File: src/bfec_pkg.sv
/*
 * Constants, register map and carrier types for the bus fabric event counter.
 * Assumes a single system clock and a simple word-wide peripheral register port.
 */
// Overview of operation
// - a 24-bit counter counts the selected arbiter event and saturates at maximum
// - any write to the count register clears it to zero, or to one when a selected event arrives in the same cycle; it is zero after reset
// - a 5-bit read-write select field in bits 4:0 resets to 0x1f
// - codes pair per port: even counts contested, odd counts all accesses
package bfec_pkg;

	localparam int CNT_W    = 24;
	localparam int SEL_W    = 5;
	localparam int PORT_N   = 10;
	localparam int ADDR_W   = 8;
	localparam int DATA_W   = 32;

	// register byte offsets
	localparam logic [ADDR_W-1:0] OFS_COUNT  = 8'h20;
	localparam logic [ADDR_W-1:0] OFS_CHOICE = 8'h24;

	// reset values
	localparam logic [CNT_W-1:0] CNT_RST = 24'h000000;
	localparam logic [SEL_W-1:0] SEL_RST = 5'h1F;

	// highest select code that names a port event
	localparam logic [SEL_W-1:0] CODE_LAST = 5'h13;

	// downstream port indices, in select-code pair order
	localparam int PORT_APB      = 0;
	localparam int PORT_FASTPERI = 1;
	localparam int PORT_BANK5    = 2;
	localparam int PORT_BANK4    = 3;
	localparam int PORT_BANK3    = 4;
	localparam int PORT_BANK2    = 5;
	localparam int PORT_BANK1    = 6;
	localparam int PORT_BANK0    = 7;
	localparam int PORT_XIP      = 8;
	localparam int PORT_ROM      = 9;

	// per-port strobes from the crossbar arbiters, bit index = port index
	typedef struct packed {
		logic [PORT_N-1:0] access;
		logic [PORT_N-1:0] contested;
	} bfec_evt_s;

	// register port request
	typedef struct packed {
		logic              sel;
		logic              wr;
		logic [ADDR_W-1:0] addr;
		logic [DATA_W-1:0] wdata;
	} bfec_req_s;

endpackage

File: src/bfec_event_counter.sv
/*
 * One bus fabric performance counter with its event selector and register port.
 * Assumes arbiter strobes are synchronous one-cycle pulses, one per event,
 * and the register port presents one request per cycle with sel high.
 */
`timescale 1ns/1ps
module bfec_event_counter #(
	parameter int CNT_W = bfec_pkg::CNT_W,
	parameter int SEL_W = bfec_pkg::SEL_W
) (
	input  wire logic                        clk,
	input  wire logic                        nrst,
	input  wire bfec_pkg::bfec_evt_s         evt,
	input  wire bfec_pkg::bfec_req_s         req,
	output logic [bfec_pkg::DATA_W-1:0]      rdata_ff,
	output logic                             rvalid_ff
);

	localparam int DW = bfec_pkg::DATA_W;
	localparam int PW = $clog2(bfec_pkg::PORT_N);

	logic [SEL_W-1:0] choice_ff;
	logic [CNT_W-1:0] count_ff;

	// register decode
	wire logic hit_count;
	wire logic hit_choice;
	wire logic wr_count;
	wire logic wr_choice;
	wire logic rd_any;

	assign hit_count  = req.sel && (req.addr == bfec_pkg::OFS_COUNT);
	assign hit_choice = req.sel && (req.addr == bfec_pkg::OFS_CHOICE);
	assign wr_count   = hit_count && req.wr;
	assign wr_choice  = hit_choice && req.wr;
	assign rd_any     = req.sel && !req.wr;

	// event selection
	wire logic          code_valid;
	wire logic [PW-1:0] port_idx;
	wire logic          want_all;
	wire logic          evt_hit;

	// codes past the last pair point at no port and never count
	assign code_valid = (choice_ff <= bfec_pkg::CODE_LAST);
	assign port_idx   = PW'(choice_ff >> 1);
	assign want_all   = choice_ff[0];
	// even code picks the contested strobe, odd code every access
	assign evt_hit    = code_valid &&
	                    (want_all ? evt.access[port_idx] : evt.contested[port_idx]);

	// select register
	wire logic [SEL_W-1:0] nxt_choice;

	// reserved bits 31:5 are dropped on write
	assign nxt_choice = wr_choice ? req.wdata[SEL_W-1:0] : choice_ff;

	always_ff @(posedge clk or negedge nrst) begin
		if (!nrst) begin
			choice_ff <= bfec_pkg::SEL_RST;
		end else begin
			choice_ff <= nxt_choice;
		end
	end

	// counter; write data value is irrelevant, any write clears it to zero, or to one when a selected event arrives in the same cycle
	bfec_sat_counter #(
		.W (CNT_W)
	) u_counter (
		.clk      (clk),
		.nrst     (nrst),
		.clear    (wr_count),
		.inc      (evt_hit),
		.count_ff (count_ff)
	);

	// read path; unmapped addresses read as zero, reserved bits as zero
	wire logic [DW-1:0] rd_count;
	wire logic [DW-1:0] rd_choice;
	wire logic [DW-1:0] nxt_rdata;

	assign rd_count  = {{(DW-CNT_W){1'b0}}, count_ff};
	assign rd_choice = {{(DW-SEL_W){1'b0}}, choice_ff};
	assign nxt_rdata = !rd_any    ? rdata_ff  :
	                   hit_count  ? rd_count  :
	                   hit_choice ? rd_choice : '0;

	// read data held until the next read; valid is a one-cycle pulse
	always_ff @(posedge clk or negedge nrst) begin
		if (!nrst) begin
			rdata_ff  <= '0;
			rvalid_ff <= 1'b0;
		end else begin
			rdata_ff  <= nxt_rdata;
			rvalid_ff <= rd_any;
		end
	end

	// checks
	localparam logic [CNT_W-1:0] CNT_MAX = '1;
	localparam logic [SEL_W-1:0] SEL_HI  = bfec_pkg::CODE_LAST;

	a_count_sat_hold: assert property (@(posedge clk) disable iff (!nrst)
		(count_ff == CNT_MAX && !wr_count) |=> (count_ff == CNT_MAX))
		else $error("counter left its maximum without a clear");

	a_count_step_one: assert property (@(posedge clk) disable iff (!nrst)
		(evt_hit && !wr_count && count_ff != CNT_MAX) |=>
		(count_ff == $past(count_ff) + 24'h000001))
		else $error("counter did not step by one on a selected event");

	a_count_idle_hold: assert property (@(posedge clk) disable iff (!nrst)
		(!evt_hit && !wr_count) |=> $stable(count_ff))
		else $error("counter changed without event or clear");

	a_write_clears: assert property (@(posedge clk) disable iff (!nrst)
		wr_count |=> (count_ff == (($past(evt_hit)) ? 24'h000001 : bfec_pkg::CNT_RST)))
		else $error("count write did not clear the counter");

	// one idle cycle between clear and read is the usual software pattern
	a_clear_reads_zero: assert property (@(posedge clk) disable iff (!nrst)
		(wr_count && !evt_hit) ##1 (!req.sel && !evt_hit) ##1
		(rd_any && hit_count && !evt_hit) |=>
		(rdata_ff == '0) && rvalid_ff)
		else $error("read after clear did not return zero");

	a_choice_write: assert property (@(posedge clk) disable iff (!nrst)
		wr_choice |=> (choice_ff == $past(req.wdata[SEL_W-1:0])))
		else $error("select field did not take written value");

	a_choice_hold: assert property (@(posedge clk) disable iff (!nrst)
		!wr_choice |=> $stable(choice_ff))
		else $error("select field changed without a write");

	// register port answer timing
	a_read_valid_pulse: assert property (@(posedge clk) disable iff (!nrst)
		rd_any |=> rvalid_ff)
		else $error("read was not answered the next cycle");

	a_no_spurious_valid: assert property (@(posedge clk) disable iff (!nrst)
		!rd_any |=> !rvalid_ff)
		else $error("read valid raised without a read");

	a_rdata_hold: assert property (@(posedge clk) disable iff (!nrst)
		!rd_any |=> $stable(rdata_ff))
		else $error("read data changed without a read");

	a_count_readback: assert property (@(posedge clk) disable iff (!nrst)
		(rd_any && hit_count) |=> (rdata_ff[DW-1:CNT_W] == '0) &&
		(rdata_ff[CNT_W-1:0] == $past(count_ff)))
		else $error("count readback wrong or upper bits set");

	a_unmapped_zero: assert property (@(posedge clk) disable iff (!nrst)
		(rd_any && !hit_count && !hit_choice) |=> (rdata_ff == '0))
		else $error("unmapped read returned nonzero data");

	a_choice_readback: assert property (@(posedge clk) disable iff (!nrst)
		(rd_any && hit_choice) |=> (rdata_ff[DW-1:SEL_W] == '0) &&
		(rdata_ff[SEL_W-1:0] == $past(choice_ff)))
		else $error("select readback wrong or reserved bits set");

	a_pair_contested: assert property (@(posedge clk) disable iff (!nrst)
		(code_valid && !choice_ff[0] && !evt.contested[port_idx] && !wr_count) |=>
		$stable(count_ff))
		else $error("even code counted without a contested strobe");

	a_pair_all: assert property (@(posedge clk) disable iff (!nrst)
		(code_valid && choice_ff[0] && evt.access[port_idx] && !wr_count &&
		count_ff != CNT_MAX) |=> (count_ff != $past(count_ff)))
		else $error("odd code missed an access strobe");

	a_even_counts: assert property (@(posedge clk) disable iff (!nrst)
		(code_valid && !choice_ff[0] && evt.contested[port_idx] && !wr_count &&
		count_ff != CNT_MAX) |=> (count_ff != $past(count_ff)))
		else $error("even code missed a contested strobe");

	a_odd_access_only: assert property (@(posedge clk) disable iff (!nrst)
		(code_valid && choice_ff[0] && !evt.access[port_idx] && !wr_count) |=>
		$stable(count_ff))
		else $error("odd code counted without an access strobe");

	// spot checks of the port order, one per region of the code table
	a_apb_contested: assert property (@(posedge clk) disable iff (!nrst)
		(choice_ff == 5'h00) |-> (evt_hit == evt.contested[bfec_pkg::PORT_APB]))
		else $error("code 0x00 does not follow contested apb accesses");

	a_fastperi_all: assert property (@(posedge clk) disable iff (!nrst)
		(choice_ff == 5'h03) |-> (evt_hit == evt.access[bfec_pkg::PORT_FASTPERI]))
		else $error("code 0x03 does not follow fast peripheral accesses");

	a_bank5_contested: assert property (@(posedge clk) disable iff (!nrst)
		(choice_ff == 5'h04) |-> (evt_hit == evt.contested[bfec_pkg::PORT_BANK5]))
		else $error("code 0x04 does not follow contested bank five accesses");

	a_bank3_contested: assert property (@(posedge clk) disable iff (!nrst)
		(choice_ff == 5'h08) |-> (evt_hit == evt.contested[bfec_pkg::PORT_BANK3]))
		else $error("code 0x08 does not follow contested bank three accesses");

	a_bank2_all: assert property (@(posedge clk) disable iff (!nrst)
		(choice_ff == 5'h0B) |-> (evt_hit == evt.access[bfec_pkg::PORT_BANK2]))
		else $error("code 0x0b does not follow bank two accesses");

	a_xip_all: assert property (@(posedge clk) disable iff (!nrst)
		(choice_ff == 5'h11) |-> (evt_hit == evt.access[bfec_pkg::PORT_XIP]))
		else $error("code 0x11 does not follow xip accesses");

	a_rom_all: assert property (@(posedge clk) disable iff (!nrst)
		(choice_ff == 5'h13) |-> (evt_hit == evt.access[bfec_pkg::PORT_ROM]))
		else $error("code 0x13 does not follow rom accesses");

	// codes above the last pair never count; codes in the gaps between spot checks follow the pairing pattern

	a_high_code_idle: assert property (@(posedge clk) disable iff (!nrst)
		(choice_ff > SEL_HI && !wr_count) |=> $stable(count_ff))
		else $error("code above the last pair counted an event");

	a_bank0_all: assert property (@(posedge clk) disable iff (!nrst)
		(choice_ff == 5'h0F) |-> (evt_hit == evt.access[bfec_pkg::PORT_BANK0]))
		else $error("code 0x0f does not follow bank zero accesses");

	a_xip_contested: assert property (@(posedge clk) disable iff (!nrst)
		(choice_ff == 5'h10) |-> (evt_hit == evt.contested[bfec_pkg::PORT_XIP]))
		else $error("code 0x10 does not follow contested xip accesses");

endmodule

File: src/bfec_sat_counter.sv
/*
 * Saturating up-counter with synchronous clear.
 * Assumes inc and clear are single-cycle strobes in the clk domain.
 */
`timescale 1ns/1ps
module bfec_sat_counter #(
	parameter int W = bfec_pkg::CNT_W
) (
	input  wire logic         clk,
	input  wire logic         nrst,
	input  wire logic         clear,
	input  wire logic         inc,
	output logic [W-1:0]      count_ff
);

	localparam logic [W-1:0] ONE  = {{(W-1){1'b0}}, 1'b1};
	localparam logic [W-1:0] ZERO = '0;
	localparam logic [W-1:0] MAX  = '1;

	wire logic         at_max;
	wire logic [W-1:0] nxt_count;

	assign at_max = (count_ff == MAX);
	// an event in the clearing cycle is kept, so the count restarts at one
	assign nxt_count = clear ? (inc ? ONE : ZERO) :
	                   (inc && !at_max) ? count_ff + ONE : count_ff;

	always_ff @(posedge clk or negedge nrst) begin
		if (!nrst) begin
			count_ff <= ZERO;
		end else begin
			count_ff <= nxt_count;
		end
	end

endmodule

File: config.mk
export PLATFORM = sky130hd
export DESIGN_NAME = bfec_event_counter
export DESIGN_NICKNAME = d
export VERILOG_FILES = /design/src/bfec_pkg.sv /design/src/bfec_event_counter.sv /design/src/bfec_sat_counter.sv
export SDC_FILE = /design/constraint.sdc
export NUM_CORES = 1
export LEC_CHECK = 0
export ABC_AREA = 1
export BUFFER_PORTS_ARGS = -buffer_cell sky130_fd_sc_hd__buf_4
export CAP_MARGIN = 25
export CORE_MARGIN = 3
export CORE_UTILIZATION = 35
export DETAILED_ROUTE_END_ITERATION = 12
export HOLD_SLACK_MARGIN = 0.02
export SLEW_MARGIN = 20
export SYNTH_ARGS = -nofsm -noshare
export SYNTH_HDL_FRONTEND = slang
export SYNTH_SLANG_ARGS = --single-unit
File: constraint.sdc
create_clock -name clk -period 4.2 [get_ports clk]
set_clock_uncertainty 0.2 [all_clocks]
set_input_delay 0.21 -clock clk [delete_from_list [all_inputs] [get_ports clk]]
set_output_delay 0.21 -clock clk [all_outputs]
set_load 0.02 [all_outputs]
==> results of run 1 <==
[routing by layer]
layer | share of wire | track usage | wire [um] | vias to the layer above
li1 | - | - | - | 1515
met3 | 0.046 | 0.0218 | 380 | 4
met1 | 0.48 | 0.229 | 3900 | 1394
met4 | 0.0073 | 0.0272 | 60 | 0
met2 | 0.47 | 0.254 | 3830 | 66
met5 | 0 | 0 | 0 | -
[worst max path at each step]
stage               depth (start not counted)  slack, ns         start                     end
floorplan                                  12       2.29  choice_ff[1]  u_counter.count_ff[10]
global placement                           10       1.44       req[39]   u_counter.count_ff[0]
detailed placement                         10       1.38       req[39]   u_counter.count_ff[0]
CTS                                         9       1.35       req[34]   u_counter.count_ff[0]
global route                                9       1.10       req[34]  u_counter.count_ff[18]
finish                                      9       1.40       req[34]   u_counter.count_ff[0]
[worst max-delay path, cell delays in order]
cell           delay [ns]
dlygate4sd3_1        0.53
buf_4                0.14
nor3_1               0.22
nand2_1              0.53
nor2_4               0.43
inv_2                0.34
nand2_2              0.28
nand2_1              0.08
nand2_1              0.06
[power by group]
group | switching [mW] | leakage [nW] | internal (mW)
Sequential | 0.0127 | 0.733 | 0.534
Clock | 0.180 | 0.0514 | 0.178
Combinational | 0.0725 | 1.15 | 0.0498
[kinds of logic after synthesis]
kind of cell | synth area share
and+or+nand+nor | 0.357
buffers and inverters | 0.0961
DFF | 0.420
AOI/OAI and AO/OA | 0.0643
xor gates and xnor gates | 0.0570
adders and majority gates | 0.00387
other | 0.00116
[cell usage in the layout, fill, tap and decap left out, types with 5 or more instances in the layout]
cell	count
dlygate4sd3_1	9
o31ai_1	14
nand3_1	48
buf_4	61
xor2_1	19
nor2_1	30
dfstp_2	5
inv_1	43
dfrtp_1	49
o22ai_1	5
nor3_1	14
o21ai_0	12
conb_1	8
nand2_1	130
clkbuf_8	5
nand4_1	21
[registers in the layout, summed over array words and instances (netlist names)]
register / count
rdata_ff: 24
choice_ff: 5
u_counter.count_ff: 24
rvalid_ff: 1
[final cells by class]
type                       instances  share of cell area
sequential                        54               0.347
inverter                          45              0.0432
timing repair buffer              70               0.140
clock buffer                       6              0.0186
tap                              108              0.0346
clock inverter                     2             0.00961
multi-input combinational        316               0.406
==> flow_metrics.py, run 1 <==
metrics = {
    "clock_tree": {
        "cts-resized-gates": 0,
        "cts_sinks": 54,
        "clockRootBuffer": "clkbuf_8",
        "ctsHoldBuffers": 9,
        "clock_path_buffers": 2,
        "clkLatencyLatePin_ns": 0.32,
        "cts_tree": "yes",
        "htreeDepth": 2,
        "cts_made_buffers": 5,
        "post_cts_buffers": 0,
        "cts.clk_slew.worst_paths_ns": 0.10,
    },
    "power_and_ir_drop": {
        "static-leakage-power_nw": 1.94,
        "p_per_area_mw_per_mm2": 263,
        "vdd_drop_max_mv": 0.153,
        "finalPower_mw": 1.03,
    },
    "worst_setup_path": {
        "ff2ff_setup_slack_ns": 1.54,
        "cp-start-kind": "input pin",
        "required_ns": 4.25,
        "endpoint_kind": "register",
        "worstSetupPathType": "input pin to register",
        "arrival_ns": 2.85,
        "cp_max_fo": 42,
        "reg2reg_from": "u_counter.count_ff[0]",
        "reg2regPathDepth": 10,
        "reg2reg_to": "u_counter.count_ff[0]",
    },
    "layout": {
        "multi_input_area_mm2": 0.00159,
        "seqCellArea_mm2": 0.00136,
        "drive_gt1_frac": 0.170,
        "final_cells": 601,
        "area.growth.synth_to_final_pct": 21.0,
        "nFillCells": 900,
        "final_cell_area_mm2": 0.00391,
        "final_net_count": 557,
        "diodes": 0,
        "fin_util": 0.442,
    },
    "place": {
        "dpl-instance-area_mm2": 0.00371,
        "dp_slack_ns": 1.38,
        "dp.cells": 584,
        "hpwl_mm": 5.84,
        "portBuffers": 61,
        "gp_congestion": 0.856,
    },
    "flow_run": {
        "maxCapViolations": 0,
    },
    "drt": {
        "ant_nets": 0,
        "drc": 0,
        "drt-pass1-iter-count": 4,
        "vias": 2979,
        "wirelength_mm": 8.17,
        "drt_iter0_markers": 180,
        "routedWlPerCell_um": 13.6,
        "vias_per_cell": 4.96,
    },
    "logic_synthesis": {
        "synth-seq-area-share": 0.420,
        "synth_largest_area_cell": "dfrtp_1",
        "ys_top_cells_by_count": "nand2_1 (130), dfrtp_1 (49), nand3_1 (48)",
        "synth_area_leaders": "dfrtp_1 (38%), nand2_1 (15%), nand3_1 (7.4%), xor2_1 (5.2%), inv_1 (5.0%)",
        "yosys.area.top_type_share": 0.380,
        "yosysUniqueCellTypes": 31,
        "synth.most_common_cell": "nand2_1",
        "synth_edf_count": 0,
        "synth_seq_cells": 54,
        "syn-cell-area_mm2": 0.00323,
        "synthArstFlopShare": 1.00,
        "ys.flop_type": "dfrtp_1",
        "avgSynthCellArea_um2": 7.48,
        "ys_warn_count": 0,
        "synthCells": 432,
    },
    "grt": {
        "antenna_found_initial": 0,
        "grt_max_degree": 55,
        "grt_use_total": 0.158,
        "grt_pass1_vias": 2674,
        "grt.overflow.total": 0,
        "grt_first_pass_wirelength_mm": 13.3,
    },
    "hold_path": {
        "hold_depth": 2,
        "whs_endpoint": "rvalid_ff",
        "hold_class": "input pin to register",
        "worstHoldStart": "req[40]",
    },
    "timing": {
        "fmax_mhz": 358,
        "tns_ns": 0,
        "period_needed_ns": 2.80,
        "slew_headroom": 0.405,
        "setup_slack_ns": 1.40,
        "tightest_slew_ns": 0.890,
        "whs_ns": 0.0784,
        "setup_violations": 0,
        "rsz0062_at_grt": "no",
        "period_share": 0.666,
        "slew_viol_final": 0,
        "hold_viol": 0,
    },
    "floorplan": {
        "start_util": 0.365,
        "rows": 34,
        "die_h_um": 102,
        "ioPinCount": 97,
        "fp.dieArea_mm2": 0.0104,
        "core_area_mm2": 0.00885,
        "dieWidth_um": 102,
    },
    "run_status": {
        "outcome": "complete, no violations",
    },
}
No activity file was read; power rests on OpenSTA's default activity.
==> run 2: changes to the inputs <==
==> constraint.sdc (replaced) <==
create_clock -name clk -period 2.8 [get_ports clk]
set_clock_uncertainty 0.2 [all_clocks]
set_input_delay 0.14 -clock clk [delete_from_list [all_inputs] [get_ports clk]]
set_output_delay 0.14 -clock clk [all_outputs]
set_load 0.02 [all_outputs]
==> run 2 against run 1 <==
Effect of this change: combinational power grew 53%; worst hold slack lost 0.0098 ns; setup slack lost 0.90 ns; cell area grew 1.2%; via count grew 0.34%; count of clock-buffer cells in the layout is the same; non-clock buffer count grew 6; critical path type is now register to register; largest power group unchanged; total power grew 50%; register-to-register slack lost 1.0 ns.
==> flow_metrics.py, run 2 (synthesis gave the netlist of run 1 again) <==
metrics = {
    "floorplan": {
        "rows": 34,
        "core_area_mm2": 0.00885,
        "start_util": 0.365,
        "dieWidth_um": 102,
        "ioPinCount": 97,
        "die_h_um": 102,
        "fp.dieArea_mm2": 0.0104,
    },
    "layout": {
        "diodes": 0,
        "nFillCells": 909,
        "final_net_count": 563,
        "final_cells": 607,
        "final_common_cell": "nand2_1",
        "drive_gt1_frac": 0.178,
        "reg_top3": "rdata_ff x24, u_counter.count_ff x24, choice_ff x5",
        "final_cell_mix": "nand2_1 (130), buf_4 (66), dfrtp_1 (49)",
        "final_cell_area_mm2": 0.00396,
        "fin_util": 0.447,
        "area.growth.synth_to_final_pct": 22.5,
    },
    "drt": {
        "drt_iter0_markers": 209,
        "vias": 2989,
        "ant_nets": 0,
        "dr_wl_met2_mm": 3.90,
        "routedLengthMet1_mm": 3.80,
        "routedWlPerCell_um": 13.7,
        "drt-pass1-iter-count": 4,
        "highest_layer": "met4",
        "vias_per_cell": 4.92,
        "wirelength_mm": 8.31,
        "dr_wl_met3_um": 507,
        "drc": 0,
    },
    "place": {
        "dp_slack_ns": 0.521,
        "dp.cells": 589,
        "hpwl_mm": 6.08,
        "gp_congestion": 0.871,
        "portBuffers": 61,
        "dpl-instance-area_mm2": 0.00374,
    },
    "timing": {
        "slew_viol_final": 0,
        "rsz0062_at_grt": "no",
        "tightest_slew_ns": 0.686,
        "period_needed_ns": 2.30,
        "slew_headroom": 0.542,
        "setup_violations": 0,
        "whs_ns": 0.0686,
        "tns_ns": 0,
        "period_share": 0.820,
        "fmax_mhz": 435,
        "setup_slack_ns": 0.504,
        "hold_viol": 0,
    },
    "hold_path": {
        "hold_class": "input pin to register",
        "worstHoldStart": "req[41]",
        "hold_depth": 4,
        "whs_endpoint": "rvalid_ff",
    },
    "worst_setup_path": {
        "crit_top_cell": "nand2_1",
        "worstSetupPathType": "register to register",
        "reg2regPathDepth": 10,
        "reg2reg_from": "u_counter.count_ff[0]",
        "critPathLaunch": "u_counter.count_ff[0]",
        "crit_path_top_delay_cell": "dfrtp_1",
        "cp_max_fo": 14,
        "ff2ff_setup_slack_ns": 0.50,
        "slowest_delay_ns": 0.40,
        "reg2reg_to": "u_counter.count_ff[5]",
        "cp-start-kind": "register",
        "path_cells": "ha_1 > nand2_1 > nor2_4 > nand3_2 > nor3_4 > nand4_4 > nand2_4 > buf_4 > nand3_1 > nand2_1",
        "endpoint_kind": "register",
        "arrival_ns": 2.34,
        "required_ns": 2.85,
    },
    "power_and_ir_drop": {
        "static-leakage-power_nw": 1.96,
        "vdd_drop_max_mv": 0.169,
        "p_per_area_mw_per_mm2": 389,
        "finalPower_mw": 1.54,
    },
    "clock_tree": {
        "cts_sinks": 54,
        "clock_path_buffers": 2,
        "htreeDepth": 2,
        "clkLatencyLatePin_ns": 0.32,
        "cts-resized-gates": 0,
        "clockRootBuffer": "clkbuf_8",
        "cts_tree": "yes",
        "cts.clk_slew.worst_paths_ns": 0.10,
        "cts_made_buffers": 5,
    },
    "grt": {
        "grt_use_total": 0.163,
        "antenna_found_initial": 0,
        "grt_pass1_vias": 2745,
        "grt_first_pass_wirelength_mm": 13.6,
        "grt_max_degree": 55,
        "grt.overflow.total": 0,
    },
    "run_status": {
        "outcome": "complete, no violations",
    },
    "flow_run": {
        "maxCapViolations": 0,
    },
}
run 2: cell types whose count changed in the layout (fill, tap and decap cells not counted):
cell | before | now
dlygate4sd3_1 | 9 | 10
buf_4 | 61 | 66
run 2: report_power, final:
part / switching, mW / internal (mW) / total [mW]
sequential: 0.0192 / 0.801 / 0.820
combinational: 0.110 / 0.0771 / 0.187
clock: 0.263 / 0.267 / 0.530
run 2: cell type report:
class,instances,area [um2],share of cell area
tap,108,135,0.0342
clock buffer,6,72.6,0.0183
timing repair buffer,76,596,0.151
sequential,54,1360,0.343
clock inverter,2,37.5,0.00949
inverter,45,169,0.0427
multi-input combinational,316,1590,0.401
run 2: repair_timing:
item,in CTS,in global routing
endpoints found under the hold margin,56,0
endpoints found under the setup margin,0,0
buffers inserted,0,0
hold buffers,10,0
run 2: worst max path at each step:
| stage | endpoint | slack (ns) | depth (start not counted) |
|---|---|---|---|
| floorplan | u_counter.count_ff[10] | 0.89 | 12 |
| global placement | u_counter.count_ff[8] | 0.53 | 10 |
| detailed placement | u_counter.count_ff[5] | 0.52 | 10 |
| CTS | u_counter.count_ff[5] | 0.49 | 10 |
| global route | u_counter.count_ff[5] | 0.33 | 10 |
| finish | u_counter.count_ff[5] | 0.50 | 10 |
run 2: worst max-delay path: cells and delay by family (launching register included):
kind | cells | cell delay [ns]
adders and majority gates | 1 | 0.25
buffers and inverters | 1 | 0.22
DFF | 1 | 0.40
and+or+nand+nor | 8 | 1.16
run 2: metal layers:
metal | global-route usage | vias up
met1 | 0.227 | 1374
li1 | - | 1529
met5 | 0 | -
met4 | 0.0424 | 0
met3 | 0.0191 | 6
met2 | 0.268 | 80
